===== config.mk =====
export PLATFORM = sky130hd
export DESIGN_NAME = mwsi_pin_select
export DESIGN_NICKNAME = d
export VERILOG_FILES = /design/src/logic/mwsi_pin_select.v /design/src/logic/mwsi_sync.v
export VERILOG_INCLUDE_DIRS = /design/src /design/src/logic
export SDC_FILE = /design/constraint.sdc
export NUM_CORES = 1
export LEC_CHECK = 0
export BUFFER_PORTS_ARGS = -buffer_cell sky130_fd_sc_hd__buf_4
export CAP_MARGIN = 10
export CORE_MARGIN = 1.5
export CORE_UTILIZATION = 48
export DETAILED_ROUTE_END_ITERATION = 7
export HOLD_SLACK_MARGIN = 0.12
export PLACE_DENSITY = 0.76
export RECOVER_POWER = 25
export SLEW_MARGIN = 20
export SYNTH_ARGS = -nofsm -noshare
export SYNTH_HDL_FRONTEND = slang
export SYNTH_SLANG_ARGS = --single-unit

===== constraint.sdc =====
create_clock -name mclk -period 1.6 [get_ports mclk]
set_clock_uncertainty 0.05 [all_clocks]
set_input_delay 0.32 -clock mclk [delete_from_list [all_inputs] [get_ports mclk]]
set_output_delay 0.32 -clock mclk [all_outputs]
set_load 0.01 [all_outputs]

===== src/logic/mwsi_pin_regs.vh =====
// Constants for the multi-width serial interface pin function select
`ifndef MWSI_PIN_REGS_VH
`define MWSI_PIN_REGS_VH
// Transfer width codes
`define MWSI_WIDTH_SINGLE 2'h0
`define MWSI_WIDTH_DUAL   2'h1
`define MWSI_WIDTH_QUAD   2'h2
`define MWSI_WIDTH_NONE   2'h3
// Reset values of configuration bits
`define MWSI_QUAD_EN_RST  1'h0
`define MWSI_RST_SEL_RST  1'h0
// Function roles of the fourth pin
`define MWSI_P3_PAUSE     2'h0
`define MWSI_P3_RESET     2'h1
`define MWSI_P3_DATA      2'h2
`define MWSI_P3_NONE      2'h3
// Synchroniser depth
`define MWSI_SYNC_STAGES  2
// Idle levels of serial clock, chip select and the four shared pins
`define MWSI_SYNC_RST     6'h1F
`endif


===== src/logic/mwsi_pin_select.v =====
// Pin-function selection for the multi-width serial interface
`timescale 1ns/10ps
`include "mwsi_pin_regs.vh"
// Overview of operation
// - Everything passes serially over four to six pins
// - Single, dual and quad widths supported
// - Pin zero: serial input or data line zero
// - Pin one: serial output or data line one
// - Pin two: write protect unless quad on
// - Pin three: pause, or data three in quad
// - Reset select: pin three resets outside quad or while deselected
// - Pause only while reset select is zero
// - Quad enable removes write protect from pin two
// - Sample on rising clock, change on falling
// - Deselected: ignore data inputs, release all outputs
module mwsi_pin_select
(
   input  wire       mclk,
   input  wire       rst_n,
   input  wire       sckPin,
   input  wire       csPin_n,
   input  wire [3:0] dataPinIn,
   output reg  [3:0] dataPinOut,
   output reg  [3:0] dataPinOe_n,
   input  wire       quadEnableBit,
   input  wire       resetSelectBit,
   input  wire [1:0] xferWidth,
   input  wire       returnPhase,
   input  wire [3:0] returnData,
   output reg  [3:0] rxData,
   output reg        rxValid,
   output reg        txTake,
   output reg        writeProtect_n,
   output reg        pauseActive,
   output reg        hwReset_n,
   output reg  [1:0] pinThreeRole
);
   //*******************************************
   // Input synchronisers
   //*******************************************
   wire [5:0] syncPins;
   wire       sck;
   wire       cs_n;
   wire [3:0] pinIn;
   reg        sckPrev;
   reg        pauseReq;

   mwsi_sync #(.WIDTH(6)) uSync
   (
      .mclk   (mclk),
      .rst_n  (rst_n),
      .din    ({sckPin, csPin_n, dataPinIn}),
      .rstVal (`MWSI_SYNC_RST),
      .dout   (syncPins)
   );

   assign sck   = syncPins[5];
   assign cs_n  = syncPins[4];
   assign pinIn = syncPins[3:0];

   //*******************************************
   // Role decode
   //*******************************************
   function [1:0] role3;
      input qe;
      input rs;
      input csHigh;
      begin
         if (rs && (!qe || csHigh))
            role3 = `MWSI_P3_RESET;
         else if (qe)
            role3 = `MWSI_P3_DATA;
         else if (!rs)
            role3 = `MWSI_P3_PAUSE;
         else
            role3 = `MWSI_P3_NONE;
      end
   endfunction

   // Lanes in use: quad width gets four only with quad enabled, else two
   function [1:0] laneCode;
      input [1:0] width;
      input       qe;
      begin
         case (width)
            `MWSI_WIDTH_SINGLE: laneCode = `MWSI_WIDTH_SINGLE;
            `MWSI_WIDTH_DUAL:   laneCode = `MWSI_WIDTH_DUAL;
            `MWSI_WIDTH_QUAD:   laneCode = qe ? `MWSI_WIDTH_QUAD : `MWSI_WIDTH_DUAL;
            default:            laneCode = `MWSI_WIDTH_NONE;
         endcase
      end
   endfunction

   // Enables of the returning lanes, low while driven
   function [3:0] laneOe_n;
      input [1:0] code;
      begin
         case (code)
            `MWSI_WIDTH_SINGLE: laneOe_n = 4'hD;
            `MWSI_WIDTH_DUAL:   laneOe_n = 4'hC;
            `MWSI_WIDTH_QUAD:   laneOe_n = 4'h0;
            default:            laneOe_n = 4'hF;
         endcase
      end
   endfunction

   // Bits taken from the pins
   function [3:0] laneIn;
      input [1:0] code;
      input [3:0] pins;
      begin
         case (code)
            `MWSI_WIDTH_SINGLE: laneIn = {3'h0, pins[0]};
            `MWSI_WIDTH_DUAL:   laneIn = {2'h0, pins[1:0]};
            `MWSI_WIDTH_QUAD:   laneIn = pins;
            default:            laneIn = 4'h0;
         endcase
      end
   endfunction

   // Pin values that carry the returned bits
   function [3:0] laneOut;
      input [1:0] code;
      input [3:0] data;
      begin
         case (code)
            `MWSI_WIDTH_SINGLE: laneOut = {2'h0, data[0], 1'b0};
            `MWSI_WIDTH_DUAL:   laneOut = {2'h0, data[1:0]};
            `MWSI_WIDTH_QUAD:   laneOut = data;
            default:            laneOut = 4'h0;
         endcase
      end
   endfunction

   wire       rise     = sck && !sckPrev;
   wire       fall     = !sck && sckPrev;
   wire [1:0] nextRole = role3(quadEnableBit, resetSelectBit, cs_n);
   wire [1:0] lanes    = laneCode(xferWidth, quadEnableBit);
   wire       holding  = pauseActive || pauseReq;
   wire       active   = !cs_n && !holding;
   reg  [3:0] next_oe_n;

   always @*
   begin
      next_oe_n = 4'hF;
      if (active && returnPhase)
         next_oe_n = laneOe_n(lanes);
   end

   //*******************************************
   // Serial clock edges and pause
   //*******************************************
   always @(posedge mclk)
   begin
      if (!rst_n)
      begin
         sckPrev     <= 1'b0;
         pauseReq    <= 1'b0;
         pauseActive <= 1'b0;
      end
      else
      begin
         sckPrev  <= sck;
         // Pause starts and ends with the serial clock low, but deselect or a role change ends it at once
         pauseReq <= !cs_n && (nextRole == `MWSI_P3_PAUSE) && !pinIn[3];
         if (cs_n || nextRole != `MWSI_P3_PAUSE)
            pauseActive <= 1'b0;
         else if (!sck)
            pauseActive <= pauseReq;
      end
   end

   //*******************************************
   // Roles of the shared pins
   //*******************************************
   always @(posedge mclk)
   begin
      if (!rst_n)
      begin
         writeProtect_n <= 1'b1;
         hwReset_n      <= 1'b1;
         pinThreeRole   <= `MWSI_P3_PAUSE;
      end
      else
      begin
         pinThreeRole   <= nextRole;
         writeProtect_n <= quadEnableBit ? 1'b1 : pinIn[2];
         hwReset_n      <= (nextRole == `MWSI_P3_RESET) ? pinIn[3] : 1'b1;
      end
   end

   //*******************************************
   // Capture on rising serial clock
   //*******************************************
   always @(posedge mclk)
   begin
      if (!rst_n)
      begin
         rxData  <= 4'h0;
         rxValid <= 1'b0;
      end
      else
      begin
         rxValid <= 1'b0;
         if (active && rise && !returnPhase && lanes != `MWSI_WIDTH_NONE)
         begin
            rxValid <= 1'b1;
            rxData  <= laneIn(lanes, pinIn);
         end
      end
   end

   //*******************************************
   // Return after falling serial clock
   //*******************************************
   always @(posedge mclk)
   begin
      if (!rst_n)
      begin
         txTake      <= 1'b0;
         dataPinOut  <= 4'h0;
         dataPinOe_n <= 4'hF;
      end
      else
      begin
         txTake      <= 1'b0;
         dataPinOe_n <= next_oe_n;
         if (active && fall && returnPhase && lanes != `MWSI_WIDTH_NONE)
         begin
            txTake     <= 1'b1;
            dataPinOut <= laneOut(lanes, returnData);
         end
      end
   end
endmodule


===== src/logic/mwsi_sync.v =====
// Two-stage synchroniser for a bus of pin levels
`timescale 1ns/10ps
module mwsi_sync
#(
   parameter WIDTH = 1
)
(
   input  wire             mclk,
   input  wire             rst_n,
   input  wire [WIDTH-1:0] din,
   input  wire [WIDTH-1:0] rstVal,
   output reg  [WIDTH-1:0] dout
);
   reg [WIDTH-1:0] stage1;

   always @(posedge mclk)
   begin
      if (!rst_n)
      begin
         stage1 <= rstVal;
         dout   <= rstVal;
      end
      else
      begin
         stage1 <= din;
         dout   <= stage1;
      end
   end
endmodule


After elaboration in Yosys (flattened, before gate mapping)

Index checks and enable logic that the tools add are counted.

Output and inout port bits: 19
Input bits: 17
Register bits: 33

Equality and inequality tests: 6
Bitwise logic cells: 1
Reductions and logical operators: 31
Multiplexer cells: 10

Operators by type and width:

| kind               | number |
|---|---|
| $pmux 4 s3         | 3 |
| $logic_and 1x1->1  | 13 |
| $mux 2             | 4 |
| $logic_not 1->1    | 7 |
| $eq 2x1->1 const B | 3 |
| $logic_not 2->1    | 3 |
| $pmux 2 s3         | 1 |
| $eq 2x2->1 const B | 2 |
| $reduce_and 2->1   | 2 |
| $reduce_or 2->1    | 2 |
| $logic_or 1x1->1   | 3 |
| $mux 1             | 2 |
| $ne 2x2->1 const B | 1 |
| $reduce_bool 2->1  | 1 |
| $not 1->1          | 1 |

Longest topological paths before layout

Gate-level depths: netlist (run 1).

Word-level depth: 7
Depth in mapped cells: 6
Mapped depth without buffers: 6

Cells and area by module

A second synthesis (run 1) with hierarchy kept.

Cell total of the unflattened synthesis: 108
Area, all modules: 1251.2 um^2

By module, submodules not included:

| module          | area each (um^2) | cells each | times used | seq. area each (um^2) |
|---|---|---|---|---|
| mwsi_pin_select | 827.0            | 83         | 1          | 400.4 |
| mwsi_sync       | 424.2            | 25         | 1          | 240.2 |

Worst setup path before layout (run 1)

OpenSTA, ideal clock, no wires.

Kind: input to register
From: in xferWidth[0]
To: reg dataPinOut[1]
Cell stages on the path: 5
Arrival time: 1.184 ns
Buffers on the path: 0
Required time: 1.427 ns
Slack: 0.243 ns
Path through: ha_1 nor3b_1 nand3_1 a221oi_1 nor2_1

Cells in the longest elaborated chain, start to end: 4

Ends and longest elaborated chain:

| item                                                   | line                  | RTL |
|---|---|---|
| from (decl)                                            | mwsi_pin_select.v:27  | `input wire [1:0] xferWidth,` |
| $eq 2x2->1 (tied with other cells)                     | mwsi_pin_select.v:85  | `case (width)` |
| $pmux 2 s3 (*)                                         | mwsi_pin_select.v:85  |  |
| $eq 2x2->1 (tied with other cells)                     | mwsi_pin_select.v:126 | `case (code)` |
| $pmux 4 s3 / $logic_and 1x1->1 (equally long branches) | --                    |  |
| to (signal assigned)                                   | mwsi_pin_select.v:231 | `dataPinOut <= laneOut(lanes, returnData);` |
| to (decl)                                              | mwsi_pin_select.v:23  | `output reg [3:0] dataPinOut,` |

Mark *: on every way between the ends. The rest lies on a longest branch, timed or not.
A chain may end at the register's enable or synchronous reset.

Final worst setup path (run 1)

From: reg pauseReq
To: reg dataPinOut[3]

Cells in the longest elaborated chain, start to end: 6

Ends and longest elaborated chain:

| item                               | line                  | RTL |
|---|---|---|
| from (decl)                        | mwsi_pin_select.v:46  | `reg pauseReq;` |
| from (signal assigned)             | mwsi_pin_select.v:165 | `` pauseReq <= !cs_n && (nextRole == `MWSI_P3_PAUSE) && !pinIn[3]; `` |
| $logic_or 1x1->1                   | mwsi_pin_select.v:139 | `wire holding = pauseActive \|\| pauseReq;` |
| $logic_not 1->1                    | mwsi_pin_select.v:140 | `wire active = !cs_n && !holding;` |
| $logic_and 1x1->1                  | mwsi_pin_select.v:140 |  |
| $logic_and 1x1->1 (2 in series)    | mwsi_pin_select.v:228 | `` if (active && fall && returnPhase && lanes != `MWSI_WIDTH_NONE) `` |
| $logic_and 1x1->1 (no source line) | --                    |  |

No other way between the ends.

==> results.yml, run 1 <==
floorplan:
  row_count: 17
  coreArea_um2: 2230
  start_util_pct: 51.3
  die_height_um: 51.9
  die_w_um: 51.9
  pin_count: 36
  die_area_um2: 2690
global_route:
  groute.usage.overall_pct: 19.7
  grt_pass1_vias: 858
  overflow: 0
  grt_pass1_wl_um: 3710
  busiest_layer: "met2"
  grt_util_met2_pct: 31.4
  antenna_found_initial: 0
  use_met3_pct: 8.62
  grt_max_degree: 21
  grt_use_met1_pct: 22.4
pwr:
  p_total_mw: 1.53
  intPower_mw: 1.20
  p_comb_share_pct: 7.3
  ir_drop_v: 0.000732
  clkPwrFrac_pct: 38.7
  switching_share_pct: 21.1
  leakagePower_nw: 0.668
  power_density_nw_per_um2: 983
  switchingPower_uw: 322
  seqPwrFrac_pct: 54.0
setup_path:
  ff2ff_setup_slack_ns: 0.27
  worstPathRequired_ns: 1.81
  crit_chain: "nor3_4, and3_2, nand3_1, a21boi_1"
  cp_max_fo: 8
  endpoint_kind: "flip-flop"
  arrival_ns: 1.54
  path_class: "reg2reg"
  cpPeakStageDelay_ns: 0.36
  reg2reg_to: "dataPinOut[3]"
  cpLargestDelayFamily: "simple AND/OR/NAND/NOR gates"
  crit_slowest_cell: "dfxtp_1"
  reg2regPathDepth: 4
  cp_num_buf_inv: 0
  start_kind: "flip-flop"
  reg2reg_from: "pauseReq"
sta:
  tightest_slew_ns: 0.732
  post-route-period-util_pct: 83.4
  maxClockFrequency_mhz: 749
  setup_ws_ns: 0.266
  whs_ns: 0.128
  tns_ns: 0
  setup_viol: 0
  finalHoldViolCount: 0
  slew_violations: 0
  slew_headroom_pct: 51.2
  rsz0062_at_grt: "no"
  min_period_ns: 1.33
min_path:
  hold_path_depth: 2
  holdPathEnd: "uSync.stage1[4]"
  min_from: "csPin_n"
  hold_class: "in2reg"
outcome:
  outcome: "complete, no violations"
clock_tree:
  root_buffer: "clkbuf_4"
  cts_setup_buffers: 0
  hold_buffers: 3
  cts_tree: "yes"
  cts-resized-gates: 0
  clk_latency_ns: 0.33
  htreeDepth: 2
  clkSinkCount: 32
  clkTransAtPathRegs_ns: 0.10
  cts_buffer_depth: 2
  cts_made_buffers: 5
detailed_routing:
  antenna_left: 0
  drt_iter0_markers: 11
  first_pass_iters: 4
  avgRoutedWirePerCell_um: 12.4
  routed_wl_um: 2230
  drc: 0
  vias: 878
  viasPerCell: 4.88
cells_and_area:
  finalNetCount: 173
  final_common_cell: "buf_4"
  drive_above_1_share_pct: 31.6
  final_cell_mix: "36 x buf_4, 32 x dfxtp_1, 11 x nand2_1, 11 x nand2b_1, 8 x nand3_1"
  fin_area_um2: 1550
  area_growth_pct: 35.5
  multi_input_area_um2: 475
  stdcell_count: 180
  layout.area.seq_um2: 641
  postLayoutCoreUtil_pct: 69.5
  antenna_cells: 0
  fill_cells: 176
logic_synthesis:
  synth_edf_count: 0
  synth_xor_area_share_pct: 0
  ys_seq_area_share_pct: 55.9
  syn_nets: 129
  synth_compound_area_share_pct: 7.53
  avgSynthCellArea_um2: 10.7
  netlist_area_um2: 1150
  yosys_warnings: 0
  synth_top_family_by_area: "simple AND/OR/NAND/NOR gates"
  synth_ff_type: "dfxtp_1"
  yosysUniqueCellTypes: 27
  synth-simple-area-share_pct: 27.6
  synth-seq-cells: 32
  synth_fa_ha_area_share_pct: 5.46
  synth.area.mux_share_pct: 0.873
  synth_cells: 107
  synthArstFlopShare_pct: 0
place:
  place_inst: 168
  placed_area_um2: 1440
  hpwl_um: 1620
  place.gp.congestion: 0.723
  port_buffers: 35
  dp_worst_setup_slack_ns: 0.00213
flow_run:
  max_cap_violations: 0
[layout make-up]
| cell class | instances | share of cell area, % |
|---|---|---|
| Timing Repair Buffer | 41 | 20.2 |
| Sequential cell | 32 | 41.3 |
| Clock inverter | 2 | 2.26 |
| Multi-Input combinational cell | 68 | 30.6 |
| Inverter | 3 | 0.725 |
| Tap cell | 28 | 2.26 |
| Clock buffer | 6 | 2.66 |
[how the worst max path moves through the flow]
stage,startpoint,endpoint,slack [ns],depth (start not counted)
after detailed placement,xferWidth[1],dataPinOut[1],0.002,7
final,pauseReq,dataPinOut[3],0.27,4
after CTS,pauseReq,dataPinOut[3],0.28,4
after global placement,xferWidth[0],rxData[3],0.07,6
after global routing,rst_n,txTake,0.09,4
after floorplan,xferWidth[0],dataPinOut[1],0.24,5
[cells by family after synthesis]
group           Yosys count
compound gates           12
fa+ha+maj                 5
buf+inv                   7
flops                    32
mux                       1
simple gates             50
[worst register-to-register path, stage by stage, from the launching register on]
cell      delay, ns
dfxtp_1        0.36
nor3_4         0.33
and3_2         0.28
nand3_1        0.09
a21boi_1       0.17
[power groups by stage]
stage          Clock (mW)  Combinational (mW)  Sequential [mW]
6_report            0.591               0.112            0.824
5_1_grt             0.640               0.123            0.826
4_1_cts             0.602               0.111            0.824
3_5_place_dp            0               0.104            0.842
3_3_place_gp            0               0.101            0.842
2_1_floorplan           0              0.0481            0.842
[routing by layer]
| layer | wire length, µm | part of all wire (%) |
|---|---|---|
| met3 | 126 | 5.7 |
| met4 | 47 | 2.1 |
| met2 | 1080 | 49 |
| met1 | 970 | 44 |
| met5 | 0 | 0 |
[cells in the mapped netlist, drive strengths merged (2+ instances only)]
library cell   n  area share, %
ha             5            5.5
a21boi         6            3.9
nor3           2            2.8
nor2           4            1.3
nor3b          2            1.3
clkbuf         3           0.98
a21oi          2           0.87
nand2         11            3.6
and3           2            1.2
and2           4            2.3
inv            3           0.98
nand2b        11            6.0
nand4          2            1.1
nand3          8            3.5
dfxtp         32             56
[flip-flops by register name (all words and copies together) (netlist names), 2 cells and up]
register / cells
dataPinOe_n: 3
uSync.dout: 6
pinThreeRole: 2
uSync.stage1: 6
rxData: 4
dataPinOut: 4
Power figures use the tool's default switching activity.
==> run 2: changes to the inputs <==
- ABC_AREA: unset -> 1
- CORE_UTILIZATION: 48 -> 45
- PLACE_DENSITY: 0.76 -> 0.73
- clock period: 1.6 -> 1.1 ns (I/O delays scaled with it)
==> run 2 against run 1 <==
- the flow now finishes with violations (setup timing)
- die area is 19% higher
- worst setup slack worse by 0.27 ns
- synthesized cell count is 44% higher
- combinational power is 94% higher
- highest routed layer unchanged
- power is 39% higher
- largest power group unchanged
- critical path type is now reg2out
- global-route usage is 1.1 points lower
==> results.yml, run 2 <==
setup_path:
  worstPathRequired_ns: 0.83
  arrival_ns: 0.83
  cpLargestDelayFamily: "flip-flops"
  cpPeakStageDelay_ns: 0.39
  crit_slowest_cell: "dfxtp_4"
  crit_cells: 1
  reg2regPathDepth: 4
  crit_chain: "buf_6"
  cp_num_buf_inv: 1
  cp_max_fo: 4
  start_kind: "flip-flop"
  endpoint_kind: "output port"
  path_class: "reg2out"
  ff2ff_setup_slack_ns: 0.04
sta:
  slew_headroom_pct: 84.5
  finalHoldViolCount: 0
  setup_ws_ns: -0.000810
  setup_viol: 1
  min_period_ns: 1.10
  rsz0062_at_grt: "yes"
  post-route-period-util_pct: 100
  slew_violations: 0
  tightest_slew_ns: 0.233
  maxClockFrequency_mhz: 908
detailed_routing:
  vias: 1103
  first_pass_iters: 4
  routed.top_layer: "met4"
  met2_length_um: 1350
  wl_met3_um: 189
  viasPerCell: 4.63
  drc: 0
  routed_wl_um: 2660
  drt_iter0_markers: 25
  met1_length_um: 1050
  antenna_left: 0
  avgRoutedWirePerCell_um: 11.2
pwr:
  switchingPower_uw: 515
  leakagePower_nw: 0.927
  ir_drop_v: 0.00108
  power_density_nw_per_um2: 1170
  p_comb_share_pct: 10.2
  seqPwrFrac_pct: 56.3
  switching_share_pct: 24.3
  clkPwrFrac_pct: 33.4
  intPower_mw: 1.61
floorplan:
  die_height_um: 56.5
  row_count: 19
  start_util_pct: 47.1
  coreArea_um2: 2730
  die_w_um: 56.5
  die_area_um2: 3190
  pin_count: 36
place:
  dp_worst_setup_slack_ns: -0.181
  hpwl_um: 1910
  port_buffers: 35
  place.gp.congestion: 0.808
logic_synthesis:
  synth_top_area_share_pct: 49.7
  ys_top_cells_by_count: "32 x dfxtp_1, 27 x nand2_1, 22 x inv_1"
  avgSynthCellArea_um2: 8.37
  synth.largest_area_cell: "dfxtp_1"
  synth_edf_count: 0
  ys_seq_area_share_pct: 49.7
  synth_most_common_cell: "dfxtp_1"
  synth_ff_type: "dfxtp_1"
  netlist_area_um2: 1290
  synth.area.top_cells: "dfxtp_1 50%, nand2_1 7.9%, inv_1 6.4%, nand3_1 5.4%, ha_1 4.9%"
  synth_cells: 154
  synthArstFlopShare_pct: 0
  syn_nets: 176
  synth-seq-cells: 32
  yosys_warnings: 0
  yosysUniqueCellTypes: 23
global_route:
  antenna_found_initial: 0
  groute.usage.overall_pct: 18.6
  grt_pass1_wl_um: 4450
  grt_max_degree: 17
  overflow: 0
  grt_pass1_vias: 1051
cells_and_area:
  drive_above_1_share_pct: 37.7
  reg_top3: "uSync.dout: 6 flops, uSync.stage1: 6 flops"
  finalNetCount: 228
  area_growth_pct: 40.9
  final_common_cell: "buf_4"
  postLayoutCoreUtil_pct: 66.4
  final_cell_mix: "31 x buf_4, 27 x nand2_1, 21 x inv_1, 21 x dfxtp_1, 15 x nor2_1"
  antenna_cells: 0
clock_tree:
  cts_made_buffers: 5
  cts_tree: "yes"
  clk_latency_ns: 0.33
  cts_buffer_depth: 2
  clkTransAtPathRegs_ns: 0.10
  clkSinkCount: 32
  htreeDepth: 2
  root_buffer: "clkbuf_4"
min_path:
  hold_class: "in2reg"
  hold_path_depth: 3
flow_run:
  max_cap_violations: 0
outcome:
  outcome: "complete, but fails checks"
  violations: "setup timing"
run 2: cell types whose count changed after synthesis, moves of 5 or more:
cell | before | now
a21boi_1 | 6 | 0
nand2b_1 | 11 | 0
inv_2 | 0 | 5
nand2_1 | 11 | 27
nor2_1 | 4 | 16
or2_1 | 0 | 10
inv_1 | 3 | 22
nand3_1 | 8 | 14
run 2: path summary, 6_finish.rpt:
| path | start | to |
|---|---|---|
| worst min-delay path | resetSelectBit | pinThreeRole[0] |
| worst max-delay path | pauseActive | pauseActive |
| worst max register to register | pauseActive | dataPinOut[2] |
| worst min register to register | uSync.stage1[1] | uSync.dout[1] |
run 2: timing repair:
action                                  4_1_cts  5_1_grt
hold endpoints to repair                     10        0
pin swaps                                     0        1
hold buffers                                  9        0
endpoints found under the setup margin        2       17
resized for setup                             4       20
buffers inserted                              0        2
run 2: power by group through the flow:
| stage | Combinational [mW] | Clock, mW | Sequential [mW] |
|---|---|---|---|
| after global routing | 0.241 | 0.780 | 1.20 |
| after detailed placement | 0.189 | 0 | 1.22 |
| final | 0.217 | 0.710 | 1.20 |
| after global placement | 0.183 | 0 | 1.22 |
| after CTS | 0.215 | 0.722 | 1.20 |
| after floorplan | 0.0980 | 0 | 1.23 |
run 2: through the flow:
step	TNS (ns)	instances	cell area, µm²	total power [mW]	hold WS (ns)
floorplan	0	154	1290	1.32	0.268
global placement	-1.22	219	1590	1.41	0.340
detailed placement	-1.48	219	1590	1.41	0.344
CTS	-0.00159	236	1750	2.13	0.137
global route	-0.188	238	1820	2.22	0.140
finish	-0.000810	238	1820	2.12	0.138
run 2: logic make-up after synthesis:
| logic type | synth area share [%] |
|---|---|
| AND/OR/NAND/NOR | 32.1 |
| AO/OA/AOI/OAI | 3.49 |
| adder cells (fa/ha/maj) | 4.85 |
| flip-flops | 49.7 |
| buffers and inverters | 9.81 |
run 2: final cells by class:
type,count,area (µm²)
tap,31,38.8
multi-input combinational,91,532
clock inverter,1,7.51
sequential,32,657
inverter,27,101
clock buffer,7,55.1
timing repair buffer,49,424
fill,245,918
run 2: layer usage:
| metal | track usage, % | vias up |
|---|---|---|
| met3 | 8.53 | 10 |
| met4 | 8.16 | 0 |
| met2 | 31.6 | 35 |
| li1 | - | 569 |
| met5 | 0 | - |
| met1 | 19.6 | 489 |
==> run 3: changes to the inputs <==
==> constraint.sdc (replaced) <==
create_clock -name mclk -period 1.1 [get_ports mclk]
set_clock_uncertainty 0.05 [all_clocks]
set_input_delay 0.055 -clock mclk [delete_from_list [all_inputs] [get_ports mclk]]
set_output_delay 0.055 -clock mclk [all_outputs]
set_load 0.01 [all_outputs]
==> run 3 against run 2 <==
- the run now ends clean
- clock power up 1%
- sequential share of layout area about the same
- non-clock buffer count unchanged
- largest cell class unchanged
- count of clock-buffer cells in the layout unchanged
- cell count down 0.42%
- combinational power up 2%
- hold slack worse by 0.0081 ns
- core utilization down 1.3 points
- routed wire length down 1.8%
- sequential power about the same
- register-to-register slack about the same
==> results.yml, run 3 (same netlist as run 2, synthesis figures left out) <==
outcome:
  outcome: "complete, no violations"
global_route:
  grt_max_degree: 17
  antenna_found_initial: 0
  grt_pass1_vias: 1050
  groute.usage.overall_pct: 18.6
  overflow: 0
  grt_pass1_wl_um: 4490
setup_path:
  cp_max_fo: 4
  ff2ff_setup_slack_ns: 0.04
  arrival_ns: 1.23
  path_class: "reg2reg"
  endpoint_kind: "flip-flop"
  worstPathRequired_ns: 1.27
  start_kind: "flip-flop"
pwr:
  power_density_nw_per_um2: 1200
  leakagePower_nw: 0.907
  ir_drop_v: 0.000983
detailed_routing:
  drc: 0
  viasPerCell: 4.68
  first_pass_iters: 4
  antenna_left: 0
  vias: 1109
  routed_wl_um: 2610
  avgRoutedWirePerCell_um: 11.0
  drt_iter0_markers: 24
clock_tree:
  clkSinkCount: 32
  clkTransAtPathRegs_ns: 0.09
  cts_buffer_depth: 2
  htreeDepth: 2
  clk_latency_ns: 0.32
  cts_setup_buffers: 0
  cts_made_buffers: 5
  cts_tree: "yes"
  root_buffer: "clkbuf_4"
place:
  dp_worst_setup_slack_ns: -0.0348
  place.gp.congestion: 0.810
  port_buffers: 35
  hpwl_um: 1900
  place_inst: 216
cells_and_area:
  finalNetCount: 228
  final_common_cell: "buf_4"
  final_cell_mix: "30 x buf_4, 29 x dfxtp_1, 26 x nand2_1"
  reg_top3: "uSync.dout: 6 flops, uSync.stage1: 6 flops"
  area_growth_pct: 38.1
  stdcell_count: 237
  antenna_cells: 0
  drive_above_1_share_pct: 30.1
floorplan:
  die_w_um: 56.5
  coreArea_um2: 2730
  pin_count: 36
  start_util_pct: 47.1
  die_area_um2: 3190
  row_count: 19
  die_height_um: 56.5
sta:
  finalHoldViolCount: 0
  tightest_slew_ns: 0.236
  slew_headroom_pct: 84.2
  setup_ws_ns: 0.0390
  maxClockFrequency_mhz: 943
  min_period_ns: 1.06
  rsz0062_at_grt: "yes"
  setup_viol: 0
  post-route-period-util_pct: 96.5
  slew_violations: 0
flow_run:
  max_cap_violations: 0
min_path:
  hold_class: "in2reg"
## run 3: cell types whose count changed in the layout (fill, tap and decap cells not counted), sizes merged
cell          delta
dlymetal6s4s     +1
dlygate4sd3      +5
clkbuf           +4
clkinvlp         -1
buf             -10
## run 3: layout make-up
class                   instances  area [µm²]
well taps                      31        38.8
fillers                       232         955
clock buffers                   7        65.1
inverters                      27         101
flip-flops and latches         32         644
repair buffers                 49         393
multi-input cells              91         537
## run 3: per-layer routing
layer,up-vias,share of wire [%],track usage [%]
met4,0,1.6,8.50
li1,567,-,-
met3,4,6.2,7.37
met2,36,50,32.4
met5,-,0,0
met1,502,43,19.4
## run 3: path summary, 6_finish.rpt
kind	to	cells past startpoint	start
setup / recovery	dataPinOut[0]	4	uSync.dout[4]
hold / removal	dataPinOe_n[0]	4	xferWidth[1]
setup reg to reg	dataPinOut[0]	4	uSync.dout[4]
hold reg to reg	uSync.dout[1]	1	uSync.stage1[1]
## run 3: worst max-delay path, stage by stage (launching register included)
cell,delay (ns)
dfxtp_2,0.35
nor3_4,0.25
nand3_2,0.14
nor2_1,0.12
nor2_1,0.05
## run 3: power breakdown
part	leakage, nW	internal, mW	switching (mW)
clock network	0.0374	0.362	0.357
logic	0.608	0.114	0.107
registers	0.262	1.19	0.0116
## run 3: through the flow
step | power [mW] | cell area (µm²) | hold WS (ns) | TNS (ns) | utilization [%]
global route | 2.24 | 1780 | 0.154 | -0.133 | 65.1
finish | 2.14 | 1780 | 0.130 | 0 | 65.1
global placement | 1.40 | 1570 | 0.186 | 0 | 57.3
detailed placement | 1.41 | 1570 | 0.189 | -0.114 | 57.3
floorplan | 1.32 | 1290 | 0.103 | 0 | -
CTS | 2.17 | 1800 | 0.117 | 0 | 65.8
## run 3: repair_timing
action | in CTS | in global routing
pin swaps | 0 | 7
resized for setup | 1 | 8
endpoints found under the setup margin | 1 | 8
endpoints found under the hold margin | 27 | 0
hold buffers | 16 | 0
